--- config.mk ---
export PLATFORM = sky130hd
export DESIGN_NAME = line_test_loop_control
export DESIGN_NICKNAME = d
export VERILOG_FILES = /design/src/rtl/line_test_pkg.sv /design/src/rtl/line_test_loop_control.sv /design/src/rtl/prbs9_gen.sv /design/src/rtl/prbs9_chk.sv
export VERILOG_INCLUDE_DIRS = /design/src /design/src/rtl
export SDC_FILE = /design/constraint.sdc
export NUM_CORES = 1
export LEC_CHECK = 0
export ABC_AREA = 1
export CORE_AREA = 2 2 127 129
export DETAILED_ROUTE_END_ITERATION = 10
export DIE_AREA = 0 0 129 131
export DONT_BUFFER_PORTS = 1
export GPL_TIMING_DRIVEN = 0
export HOLD_SLACK_MARGIN = 0.03
export SKIP_CTS_REPAIR_TIMING = 1
export SYNTH_ARGS = -nofsm -noshare
export SYNTH_HDL_FRONTEND = slang
export SYNTH_SLANG_ARGS = --single-unit
--- constraint.sdc ---
create_clock -name CLK_SYS_IN -period 8.9 [get_ports CLK_SYS_IN]
set_input_delay 1.78 -clock CLK_SYS_IN [delete_from_list [all_inputs] [get_ports CLK_SYS_IN]]
set_output_delay 1.78 -clock CLK_SYS_IN [all_outputs]
set_load 0.02 [all_outputs]
--- src/rtl/line_test_defines.svh ---
// Offsets, field positions, reset values and timing counts of the test block
`ifndef LINE_TEST_DEFINES_SVH
`define LINE_TEST_DEFINES_SVH
`define LT_REG_CTRL 8'h00
`define LT_REG_STATUS 8'h04
`define LT_REG_IRQ_STAT 8'h08
`define LT_REG_IRQ_MASK 8'h0C
`define LT_REG_ERR_COUNT 8'h10
`define LT_CTRL_CLK_LSB 0
`define LT_CTRL_PAT_LSB 2
`define LT_CTRL_RESET 4'h0
`define LT_IRQ_ERR 0
`define LT_IRQ_LOOP_ON 1
`define LT_IRQ_LOOP_OFF 2
`define LT_IRQ_RESET 3'h0
`define LT_PRBS_SEED 9'h1FF
`define LT_PRBS_INTERVAL 511
`define LT_CLK_PERIOD_NS 10
`define LT_INT_BIT_NS 17857
`define LT_CMD_SEND_BITS 128
`define LT_CMD_DETECT_BITS 64
`define LT_LOOP_CODE 8'hA5
`define LT_EXIT_CODE 8'h3C
`endif

--- src/rtl/line_test_pkg.sv ---
// Types shared by the test and loop control block
package line_test_pkg;
  typedef enum logic [1:0] {CLK_MODE_INT, CLK_MODE_EXT, CLK_MODE_NET, CLK_MODE_SPARE} clk_mode_t;
  typedef enum logic [1:0] {PAT_OFF, PAT_511, PAT_511E, PAT_SPARE} pat_mode_t;
  typedef enum logic [1:0] {SRC_INT, SRC_EXT, SRC_RC} clk_src_t;
  typedef enum logic [1:0] {RL_IDLE, RL_ARM, RL_ON, RL_DISARM} rl_state_t;
endpackage

--- src/rtl/line_test_loop_control.sv ---
// Test pattern, loopback and transmit clock control of a line unit
// How it works
// - Pattern setting sends continuous 511-bit sequence
// - Checker pulses error output per mismatch
// - Variant corrupts bits at a steady rate
// - Pattern runs alone or with local loopback, never during network loop
// - Sealing reversal loops line, lights test mode
// - Loop command code loops data, lights indicator
// - Transmit clock source chosen per loop state
// - Local loop request routes transmit to receiver
// - Remote loop request commands far-end loop
//
// Our own choices: the Wishbone interface to the registers and the register offsets.
`timescale 1ns/10ps
`default_nettype none
`include "line_test_defines.svh"
module line_test_loop_control #(
  parameter int INT_DIV = `LT_INT_BIT_NS / `LT_CLK_PERIOD_NS,
  parameter int SEND_BITS = `LT_CMD_SEND_BITS,
  parameter int DETECT_BITS = `LT_CMD_DETECT_BITS,
  parameter logic [7:0] LOOP_CODE = `LT_LOOP_CODE,
  parameter logic [7:0] EXIT_CODE = `LT_EXIT_CODE
) (
  input wire logic CLK_SYS_IN,
  input wire logic RESET_IN,
  input wire logic WB_CYC_IN,
  input wire logic WB_STB_IN,
  input wire logic WB_WE_IN,
  input wire logic [7:0] WB_ADR_IN,
  input wire logic [3:0] WB_SEL_IN,
  input wire logic [31:0] WB_DAT_IN,
  output logic [31:0] WB_DAT_OUT,
  output logic WB_ACK_OUT,
  input wire logic LINE_RX_DATA_IN,
  input wire logic RECOVERED_RECEIVE_CLOCK_IN,
  input wire logic TERMINAL_SUPPLIED_TX_CLOCK_IN,
  input wire logic TERM_TX_DATA_IN,
  input wire logic LOCAL_LOOP_REQUEST_IN,
  input wire logic REMOTE_LOOP_REQUEST_IN,
  input wire logic SEALING_REVERSED_IN,
  output logic LINE_TX_DATA_OUT,
  output logic UNIT_SUPPLIED_TX_CLOCK_OUT,
  output logic TERM_RX_DATA_OUT,
  output logic TEST_MODE_INDICATOR_OUT,
  output logic ERROR_PULSE_OUT,
  output logic IRQ_OUT
);
  // Same decision is made twice, once for each code
  function automatic logic code_seen(input logic [7:0] win, input logic [7:0] run,
                                     input logic [7:0] code);
    code_seen = (run >= 8'(DETECT_BITS)) && (win == code);
  endfunction

  // Transmit clock source per mode and loop state
  function automatic line_test_pkg::clk_src_t pick_src(input logic [1:0] mode,
                                                       input logic analog, input logic net);
    if (analog) pick_src = line_test_pkg::SRC_INT;
    else if (mode == line_test_pkg::CLK_MODE_EXT) pick_src = line_test_pkg::SRC_EXT;
    else if (mode == line_test_pkg::CLK_MODE_NET || net) pick_src = line_test_pkg::SRC_RC;
    else pick_src = line_test_pkg::SRC_INT;
  endfunction

  // Pin synchronisers: bit 0 rx data, 1 rx clock, 2 ext clock, 3 user data,
  // 4 local loop, 5 remote loop, 6 sealing reversal
  logic [6:0] pin_s1_q, pin_s2_q, pin_s3_q;
  logic rc_edge, ext_edge;             // Rising edges of the two pin clocks
  logic analog, net_loop;              // Local analog loop, any network loop
  logic [11:0] div_q, div_d;           // Internal bit-rate divider
  logic int_tick;                      // Internal bit-rate enable
  line_test_pkg::clk_src_t src;        // Chosen transmit timing
  logic tx_en, rx_en, rx_bit;          // Bit strobes and received bit
  logic pat_on, gen_bit, chk_err, chk_sync;
  logic tx_bit_q, tx_bit_d, tx_clk_q, tx_clk_d, tx_en_q;
  logic rx_last_q, rx_last_d;          // Last received bit
  logic [7:0] win_q, win_d, run_q, run_d; // Command window and repeat run
  logic cmd_loop_q, cmd_loop_d;        // Loop entered by command code
  line_test_pkg::rl_state_t rl_q, rl_d;
  logic [7:0] send_q, send_d;          // Command bits sent
  logic tm_q, tm_d, err_q, net_q;
  logic [3:0] ctrl_q, ctrl_d;          // Clock mode and pattern mode
  logic [2:0] stat_q, stat_d, mask_q, mask_d, ev;
  logic [15:0] errcnt_q, errcnt_d;
  logic ack_d, req, wr, irq_d;
  logic [31:0] rdat_d;

  // Two flops per pin, third stage only for edge detection
  always_ff @(posedge CLK_SYS_IN or posedge RESET_IN) begin
    if (RESET_IN) begin
      pin_s1_q <= 7'h00;
      pin_s2_q <= 7'h00;
      pin_s3_q <= 7'h00;
    end else begin
      pin_s1_q <= {SEALING_REVERSED_IN, REMOTE_LOOP_REQUEST_IN, LOCAL_LOOP_REQUEST_IN,
                   TERM_TX_DATA_IN, TERMINAL_SUPPLIED_TX_CLOCK_IN,
                   RECOVERED_RECEIVE_CLOCK_IN, LINE_RX_DATA_IN};
      pin_s2_q <= pin_s1_q;
      pin_s3_q <= pin_s2_q;
    end
  end

  assign rc_edge = pin_s2_q[1] & ~pin_s3_q[1];
  assign ext_edge = pin_s2_q[2] & ~pin_s3_q[2];
  assign analog = pin_s2_q[4];
  assign net_loop = pin_s2_q[6] | cmd_loop_q;
  assign int_tick = (div_q == 12'h000);
  assign src = pick_src(ctrl_q[1:0], analog, net_loop);
  // Pattern mode; with the local loop active one unit checks its own pattern
  assign pat_on = (ctrl_q[3:2] == line_test_pkg::PAT_511) ||
                  (ctrl_q[3:2] == line_test_pkg::PAT_511E);
  // In analog loop the receiver reads our own transmit bit a cycle later
  assign rx_en = analog ? tx_en_q : rc_edge;
  assign rx_bit = analog ? tx_bit_q : pin_s2_q[0];

  // Transmit strobe from the chosen timing source
  always_comb begin
    unique case (src)
      line_test_pkg::SRC_EXT: tx_en = ext_edge;
      line_test_pkg::SRC_RC: tx_en = rc_edge;
      default: tx_en = int_tick;
    endcase
  end

  prbs9_gen #(.INTERVAL(`LT_PRBS_INTERVAL)) u_gen (
    .clk_in(CLK_SYS_IN),
    .rst_in(RESET_IN),
    .step_in(tx_en && pat_on && !net_loop),
    .inject_in(ctrl_q[3:2] == line_test_pkg::PAT_511E),
    .bit_out(gen_bit)
  );

  // Checker sees loopback or line bits; far end must run its pattern too
  prbs9_chk u_chk (
    .clk_in(CLK_SYS_IN),
    .rst_in(RESET_IN),
    .step_in(rx_en && pat_on && !net_loop),
    .bit_in(rx_bit),
    .clear_in(!pat_on),
    .err_out(chk_err),
    .synced_out(chk_sync)
  );

  // Line datapath, loop states and command handling
  always_comb begin
    div_d = int_tick ? 12'(INT_DIV - 1) : div_q - 12'h001;
    tx_bit_d = tx_bit_q;
    tx_clk_d = tx_en;
    rx_last_d = rx_en ? rx_bit : rx_last_q;
    win_d = win_q;
    run_d = run_q;
    cmd_loop_d = cmd_loop_q;
    rl_d = rl_q;
    send_d = send_q;
    if (rx_en && !analog) begin
      win_d = {win_q[6:0], rx_bit};
      // Run of bits repeating with period eight, saturating
      run_d = (rx_bit == win_q[7]) ? ((run_q == 8'hFF) ? run_q : run_q + 8'h01) : 8'h00;
      if (!cmd_loop_q && code_seen(win_q, run_q, LOOP_CODE)) cmd_loop_d = 1'b1;
      else if (cmd_loop_q && code_seen(win_q, run_q, EXIT_CODE)) cmd_loop_d = 1'b0;
    end
    if (tx_en) begin
      if (net_loop) begin
        tx_bit_d = rx_last_q;
      end else if (rl_q == line_test_pkg::RL_ARM) begin
        tx_bit_d = LOOP_CODE[3'h7 - send_q[2:0]];
      end else if (rl_q == line_test_pkg::RL_DISARM) begin
        tx_bit_d = EXIT_CODE[3'h7 - send_q[2:0]];
      end else if (pat_on) begin
        tx_bit_d = gen_bit;
      end else begin
        tx_bit_d = pin_s2_q[3];
      end
      if (rl_q == line_test_pkg::RL_ARM || rl_q == line_test_pkg::RL_DISARM) begin
        send_d = send_q + 8'h01;
      end
    end
    // Remote loop command sequence
    unique case (rl_q)
      line_test_pkg::RL_IDLE: begin
        send_d = 8'h00;
        if (pin_s2_q[5] && !net_loop) rl_d = line_test_pkg::RL_ARM;
      end
      line_test_pkg::RL_ARM: begin
        if (send_q == 8'(SEND_BITS - 1) && tx_en) rl_d = line_test_pkg::RL_ON;
      end
      line_test_pkg::RL_ON: begin
        send_d = 8'h00;
        if (!pin_s2_q[5]) rl_d = line_test_pkg::RL_DISARM;
      end
      line_test_pkg::RL_DISARM: begin
        if (send_q == 8'(SEND_BITS - 1) && tx_en) rl_d = line_test_pkg::RL_IDLE;
      end
    endcase
    tm_d = analog || net_loop || (rl_q != line_test_pkg::RL_IDLE);
  end

  // Datapath registers
  always_ff @(posedge CLK_SYS_IN or posedge RESET_IN) begin
    if (RESET_IN) begin
      div_q <= 12'h000;
      tx_bit_q <= 1'b1;
      tx_clk_q <= 1'b0;
      tx_en_q <= 1'b0;
      rx_last_q <= 1'b1;
      win_q <= 8'h00;
      run_q <= 8'h00;
      cmd_loop_q <= 1'b0;
      rl_q <= line_test_pkg::RL_IDLE;
      send_q <= 8'h00;
      tm_q <= 1'b0;
      err_q <= 1'b0;
      net_q <= 1'b0;
    end else begin
      div_q <= div_d;
      tx_bit_q <= tx_bit_d;
      tx_clk_q <= tx_clk_d;
      tx_en_q <= tx_en;
      rx_last_q <= rx_last_d;
      win_q <= win_d;
      run_q <= run_d;
      cmd_loop_q <= cmd_loop_d;
      rl_q <= rl_d;
      send_q <= send_d;
      tm_q <= tm_d;
      err_q <= chk_err;
      net_q <= net_loop;
    end
  end

  // Register file: one-cycle ack, unmapped reads zero
  assign req = WB_CYC_IN && WB_STB_IN && !WB_ACK_OUT;
  // Write lands at the edge where the master sees ack, not when first taken
  assign wr = WB_CYC_IN && WB_STB_IN && WB_ACK_OUT && WB_WE_IN && WB_SEL_IN[0];
  assign ev = {net_q && !net_loop, !net_q && net_loop, chk_err};
  always_comb begin
    ack_d = req;
    ctrl_d = (wr && WB_ADR_IN == `LT_REG_CTRL) ? WB_DAT_IN[3:0] : ctrl_q;
    mask_d = (wr && WB_ADR_IN == `LT_REG_IRQ_MASK) ? WB_DAT_IN[2:0] : mask_q;
    // A new event wins over a write-one clear in the same cycle
    stat_d = stat_q;
    if (wr && WB_ADR_IN == `LT_REG_IRQ_STAT) stat_d = stat_q & ~WB_DAT_IN[2:0];
    stat_d = stat_d | ev;
    errcnt_d = (wr && WB_ADR_IN == `LT_REG_ERR_COUNT) ? 16'h0000 : errcnt_q;
    if (chk_err && errcnt_d != 16'hFFFF) errcnt_d = errcnt_d + 16'h0001;
    irq_d = |(stat_q & mask_q);
    rdat_d = 32'h0000_0000;
    if (req && !WB_WE_IN) begin
      unique case (WB_ADR_IN)
        `LT_REG_CTRL: rdat_d = {28'h0, ctrl_q};
        `LT_REG_STATUS: rdat_d = {24'h0, src, tm_q, chk_sync, cmd_loop_q, pin_s2_q[6],
                                  rl_q == line_test_pkg::RL_ON, analog};
        `LT_REG_IRQ_STAT: rdat_d = {29'h0, stat_q};
        `LT_REG_IRQ_MASK: rdat_d = {29'h0, mask_q};
        `LT_REG_ERR_COUNT: rdat_d = {16'h0, errcnt_q};
        default: rdat_d = 32'h0000_0000;
      endcase
    end
  end

  // Register file flops
  always_ff @(posedge CLK_SYS_IN or posedge RESET_IN) begin
    if (RESET_IN) begin
      WB_ACK_OUT <= 1'b0;
      WB_DAT_OUT <= 32'h0000_0000;
      ctrl_q <= `LT_CTRL_RESET;
      mask_q <= `LT_IRQ_RESET;
      stat_q <= `LT_IRQ_RESET;
      errcnt_q <= 16'h0000;
      IRQ_OUT <= 1'b0;
    end else begin
      WB_ACK_OUT <= ack_d;
      WB_DAT_OUT <= rdat_d;
      ctrl_q <= ctrl_d;
      mask_q <= mask_d;
      stat_q <= stat_d;
      errcnt_q <= errcnt_d;
      IRQ_OUT <= irq_d;
    end
  end

  assign LINE_TX_DATA_OUT = tx_bit_q;
  assign UNIT_SUPPLIED_TX_CLOCK_OUT = tx_clk_q;
  assign TERM_RX_DATA_OUT = rx_last_q;
  assign TEST_MODE_INDICATOR_OUT = tm_q;
  assign ERROR_PULSE_OUT = err_q;
endmodule
`default_nettype wire

--- src/rtl/prbs9_gen.sv ---
// Nine-stage pseudorandom generator with periodic error injection
`timescale 1ns/10ps
`default_nettype none
`include "line_test_defines.svh"
module prbs9_gen #(
  parameter int INTERVAL = `LT_PRBS_INTERVAL
) (
  input wire logic clk_in,
  input wire logic rst_in,
  input wire logic step_in,    // Advance one bit
  input wire logic inject_in,  // Error-injecting variant on
  output logic bit_out         // Bit to send now
);
  logic [8:0] lfsr_q, lfsr_d;  // Shift state
  logic [9:0] gap_q, gap_d;    // Bits since last injected error
  logic fb;                    // Feedback, taps 9 and 5

  // Next state of shifter and interval counter
  always_comb begin
    fb = lfsr_q[8] ^ lfsr_q[4];
    lfsr_d = lfsr_q;
    gap_d = gap_q;
    if (step_in) begin
      lfsr_d = {lfsr_q[7:0], fb};
      // Counter runs always so the injection period is fixed
      gap_d = (gap_q == 10'(INTERVAL - 1)) ? 10'h000 : gap_q + 10'h001;
    end
    // One inverted bit per interval keeps the far end erroring steadily
    bit_out = fb ^ (inject_in && gap_q == 10'(INTERVAL - 1));
  end

  // Registers only
  always_ff @(posedge clk_in or posedge rst_in) begin
    if (rst_in) begin
      lfsr_q <= `LT_PRBS_SEED;
      gap_q <= 10'h000;
    end else begin
      lfsr_q <= lfsr_d;
      gap_q <= gap_d;
    end
  end
endmodule
`default_nettype wire

--- src/rtl/prbs9_chk.sv ---
// Self-synchronising checker for the nine-stage pseudorandom sequence
`timescale 1ns/10ps
`default_nettype none
`include "line_test_defines.svh"
module prbs9_chk (
  input wire logic clk_in,
  input wire logic rst_in,
  input wire logic step_in,  // A received bit is valid
  input wire logic bit_in,   // Received bit
  input wire logic clear_in, // Restart synchronisation
  output logic err_out,      // One-cycle pulse per mismatch
  output logic synced_out    // Nine bits loaded, counting errors
);
  logic [8:0] hist_q, hist_d; // Last nine received bits
  logic [3:0] fill_q, fill_d; // Bits loaded since restart
  logic err_d;

  // Received bits feed the predictor, so it locks after nine bits
  always_comb begin
    hist_d = hist_q;
    fill_d = clear_in ? 4'h0 : fill_q;
    err_d = 1'b0;
    if (step_in && !clear_in) begin
      hist_d = {hist_q[7:0], bit_in};
      if (fill_q == 4'h9) begin
        err_d = bit_in ^ hist_q[8] ^ hist_q[4];
      end else begin
        fill_d = fill_q + 4'h1;
      end
    end
  end

  // Registers only
  always_ff @(posedge clk_in or posedge rst_in) begin
    if (rst_in) begin
      hist_q <= 9'h000;
      fill_q <= 4'h0;
      err_out <= 1'b0;
    end else begin
      hist_q <= hist_d;
      fill_q <= fill_d;
      err_out <= err_d;
    end
  end
  assign synced_out = (fill_q == 4'h9);
endmodule
`default_nettype wire

==> summary.md <==
| Metric | Value |
|---|---|
| Slew @ Worst Pin | 0.683 ns |
| Post-layout nets | 920 |
| Synth Area in Adders | 2.56% |
| Upper clock frequency limit | 263 MHz |
| Worst path required time | 9.26 ns |
| Internal | 1130 uW |
| Synth warn | 0 |
| Crit. End Element | flip-flop |
| Remaining DRCs | 0 |
| Top Ports | 95 |
| Type of origin of the critical path | primary input |
| Max-slew violation count | 0 |
| Power Density | 200 nW/um2 |
| P_sw | 429 uW |
| Crit-path cells | inv_1 > nand2_1 > nor2_2 > nand3_4 > buf_6 > buf_6 > inv_1 > nor2_1 > ha_1 > nand4_1 > inv_1 > nand2_2 > nor2_2 > nor2_4 > buf_4 > nand2_1 > nand2_1 |
| Clock Sinks | 138 |
| Num CTS Buffers | 17 |
| Worst Hold Class | flip-flop to flip-flop |
| Mux cell area share after synthesis | 0.165% |
| Chip Height | 131 um |
| Largest net degree at the start of global routing | 74 |
| Maximum fanout along the worst path | 10 |
| Initial DRT Pass Iterations | 5 |
| DP Area | 7200 um2 |
| Seq pwr share | 44.4% |
| Part of the cycle the worst path needs | 42.7% |
| Simple-Gate Fraction of Synth Area | 25.3% |
| CP arrival | 4.16 ns |
| Minimum clock period | 3.80 ns |
| Antenna viol nets, final | 0 |
| Clock root cell | clkbuf_16 |
| Worst skew pair latency | 0.43 ns |
| Max_slew headroom | 54.3% |
| # Max-Cap Violations | 0 |
| Mapped cell area | 6840 um2 |
| Outcome | finished, final reports clean |
| DIE WIDTH | 129 um |
| DRT iter0 DRCs | 282 |
| Crit path kind | primary input to flip-flop |
| Synth Area in XOR/XNOR | 3.71% |
| Drt total wl | 14,100 um |
| Vias in the first global route | 4,870 |
| Synth Flop Type | dfrtp_1 |
| Clock network fraction of total power | 45.3% |
| Final hold violation count | 0 |
| Share of cells above drive strength 1 | 12.1% |
| Async SR Flop Fraction | 100% |
| Antenna violations before repair | 0 |
| Vias | 5,201 |
| Setup Skew | 0.0137 ns |
| Post-route cell area | 7790 um2 |
| Critical path startpoint | WB_ADR_IN[5] |
| Post-synth EDFFs | 0 |
| Clk buf depth | 2 |
| Gr usage total | 18.2% |
| Gate power share | 10.3% |
| GRT overflow | 0 |
| Htree depth | 4 |
| Area growth syn-to-layout | 13.9% |
| Reg2Reg Setup Slack | 5.97 ns |
| CTS tree | built |
| Yosys cell types | 40 |
| Setup crit end | errcnt_q[11] |
| Reg2Reg Depth | 16 |
| WL/cell | 13.1 um |
| Std cell rows | 46 |
| First-pass GRT wire length | 24,000 um |
| Sequential share of the synthesized area | 50.7% |
| Routed vias/inst | 4.82 |
| Leading area contributor after synthesis | dfrtp_1 |
| Critical R2R Launch | WB_ACK_OUT |
| Synth area leaders | dfrtp_1 46%, nand2_1 11%, inv_1 6.1% |
| Max incr delay on CP | 0.36 ns |
| Setup violators final | 0 |
| Cells after Synth | 815 |
| Post-Route Setup TNS | 0 ns |
| FF+latch count, synth | 138 |
| Core region area | 15,600 um2 |
| Peak supply drop | 0.186 mV |
| HPWL Detailed | 10,200 um |
| Die area | 16,900 um2 |
| Compound-cell area share of the yosys netlist | 8.32% |
| Slowest stage cell, crit path | nor2_2 |
| I/O Buffers | 0 |
| Syn_area_per_cell | 8.39 um2 |
| Largest family of logic cells by synthesized area | simple AND/OR/NAND/NOR gates |
| Share of the synthesized area in the top cell type | 46.5% |
| Ant. Diodes | 0 |
| Worst R2R End | errcnt_q[11] |
| Sw Share | 27.5% |
| Initial Util | 43.9% |
| Leakage | 0.00366 uW |
| RSZ-0062 raised after global routing | false |
| Clock transition at the registers of the reported paths | 0.06 ns |
| Gpl congestion | 0.783 |
## worst min path at each step
stage                      from          end  slack [ns]  depth (start not counted)
global route        pin_s1_q[5]  pin_s2_q[5]        0.36                          0
detailed placement  pin_s1_q[5]  pin_s2_q[5]        0.34                          0
floorplan           pin_s1_q[0]  pin_s2_q[0]        0.33                          0
finish              pin_s1_q[5]  pin_s2_q[5]        0.35                          0
CTS                 pin_s1_q[5]  pin_s2_q[5]        0.35                          0
global placement    pin_s1_q[5]  pin_s2_q[5]        0.33                          0
## layout by cell type (no fill, tap or decap), drive strengths merged
cell      netlist  layout
ha             14      14
mux2            1       1
clkbuf          4      22
dfstp          11      11
conb            1      16
dfrtp         127     127
o31ai           9       9
o22ai           6       6
a21oi          13      13
nand3b          2       2
nand4          18      18
inv           116     121
o32ai           2       2
a211oi          1       1
a41oi           1       1
nor4            2       2
or2             5       5
nand2         208     208
nor3           17      17
nor2           75      75
clkinv          0       6
o211ai          2       2
a32oi           1       1
bufinv          0       2
xor2           20      20
nand3          62      62
a31oi           1       1
a22oi           2       2
buf            24      25
o21ai          61      61
xnor2           9       9
clkinvlp        0       1
## synth_stat cells (11+ instances only)
master / number
nor2_1: 62
nand2_1: 200
nand3_1: 59
dfrtp_1: 127
xor2_1: 20
nand4_1: 18
buf_4: 17
inv_1: 112
a21oi_1: 13
ha_1: 14
dfstp_2: 11
nor3_1: 17
o21ai_0: 57
## kinds of logic (layout without fill, tap and decap cells)
family / after synthesis / count (layout)
other: 1 / 16
buffers and inverters: 144 / 177
adders and majority gates: 14 / 14
xor gates and xnor gates: 29 / 29
AOI/OAI and AO/OA: 99 / 99
and+or+nand+nor: 389 / 389
muxes: 1 / 1
DFF: 138 / 138
## critical path, delay by kind of cell
kind          cells  cell delay [ns]
buf+inv           6             0.86
simple gates     10             1.28
fa+ha+maj         1             0.23
## metrics by stage
step	utilization [%]	cells	worst slack, ns	power [uW]	hold slack, ns
final	50.0	1079	5.10	1560	0.348
after global routing	50.0	1079	4.94	1640	0.364
after CTS	50.0	1079	5.12	1580	0.351
after detailed placement	46.2	1047	4.70	868	0.336
after global placement	46.0	1046	1.83	862	0.333
after floorplan	-	830	3.44	823	0.331
## power groups by stage
| stage | Sequential (uW) | Combinational [uW] | Clock, uW |
|---|---|---|---|
| 2_1_floorplan | 696 | 127 | 0 |
| 3_3_place_gp | 704 | 158 | 0 |
| 3_5_place_dp | 704 | 164 | 0 |
| 4_1_cts | 693 | 164 | 725 |
| 5_1_grt | 699 | 189 | 753 |
| 6_report | 693 | 162 | 707 |
## sequential cells by signal (all words and copies together), names as in the netlist, 2 cells and up
signal,count
u_gen.lfsr_q,9
u_chk.hist_q,9
pin_s2_q,7
pin_s1_q,7
u_chk.fill_q,4
run_q,8
mask_q,3
WB_DAT_OUT,16
stat_q,3
rl_q,2
send_q,8
ctrl_q,4
div_q,12
u_gen.gap_q,10
errcnt_q,16
pin_s3_q,2
win_q,8
## layer usage
metal / track usage (%) / share of wire, % / up-vias
met4: 4.80 / 1.1 / 0
met2: 27.5 / 45 / 96
met5: 0 / 0 / -
met1: 25.9 / 50 / 2438
li1: - / - / 2655
met3: 5.01 / 4.0 / 12
## layout make-up
| type | instances | area, um2 |
|---|---|---|
| Buffer | 28 | 196 |
| Clock buffer | 18 | 429 |
| Clock inverter | 14 | 163 |
| Fill cell | 1508 | 7800 |
| Inverter | 116 | 440 |
| Multi-Input combinational cell | 548 | 2800 |
| Sequential cell | 138 | 3470 |
| Tap cell | 216 | 270 |
| Timing Repair Buffer | 1 | 27.5 |
Note: power is estimated with default switching activity, not from simulation.
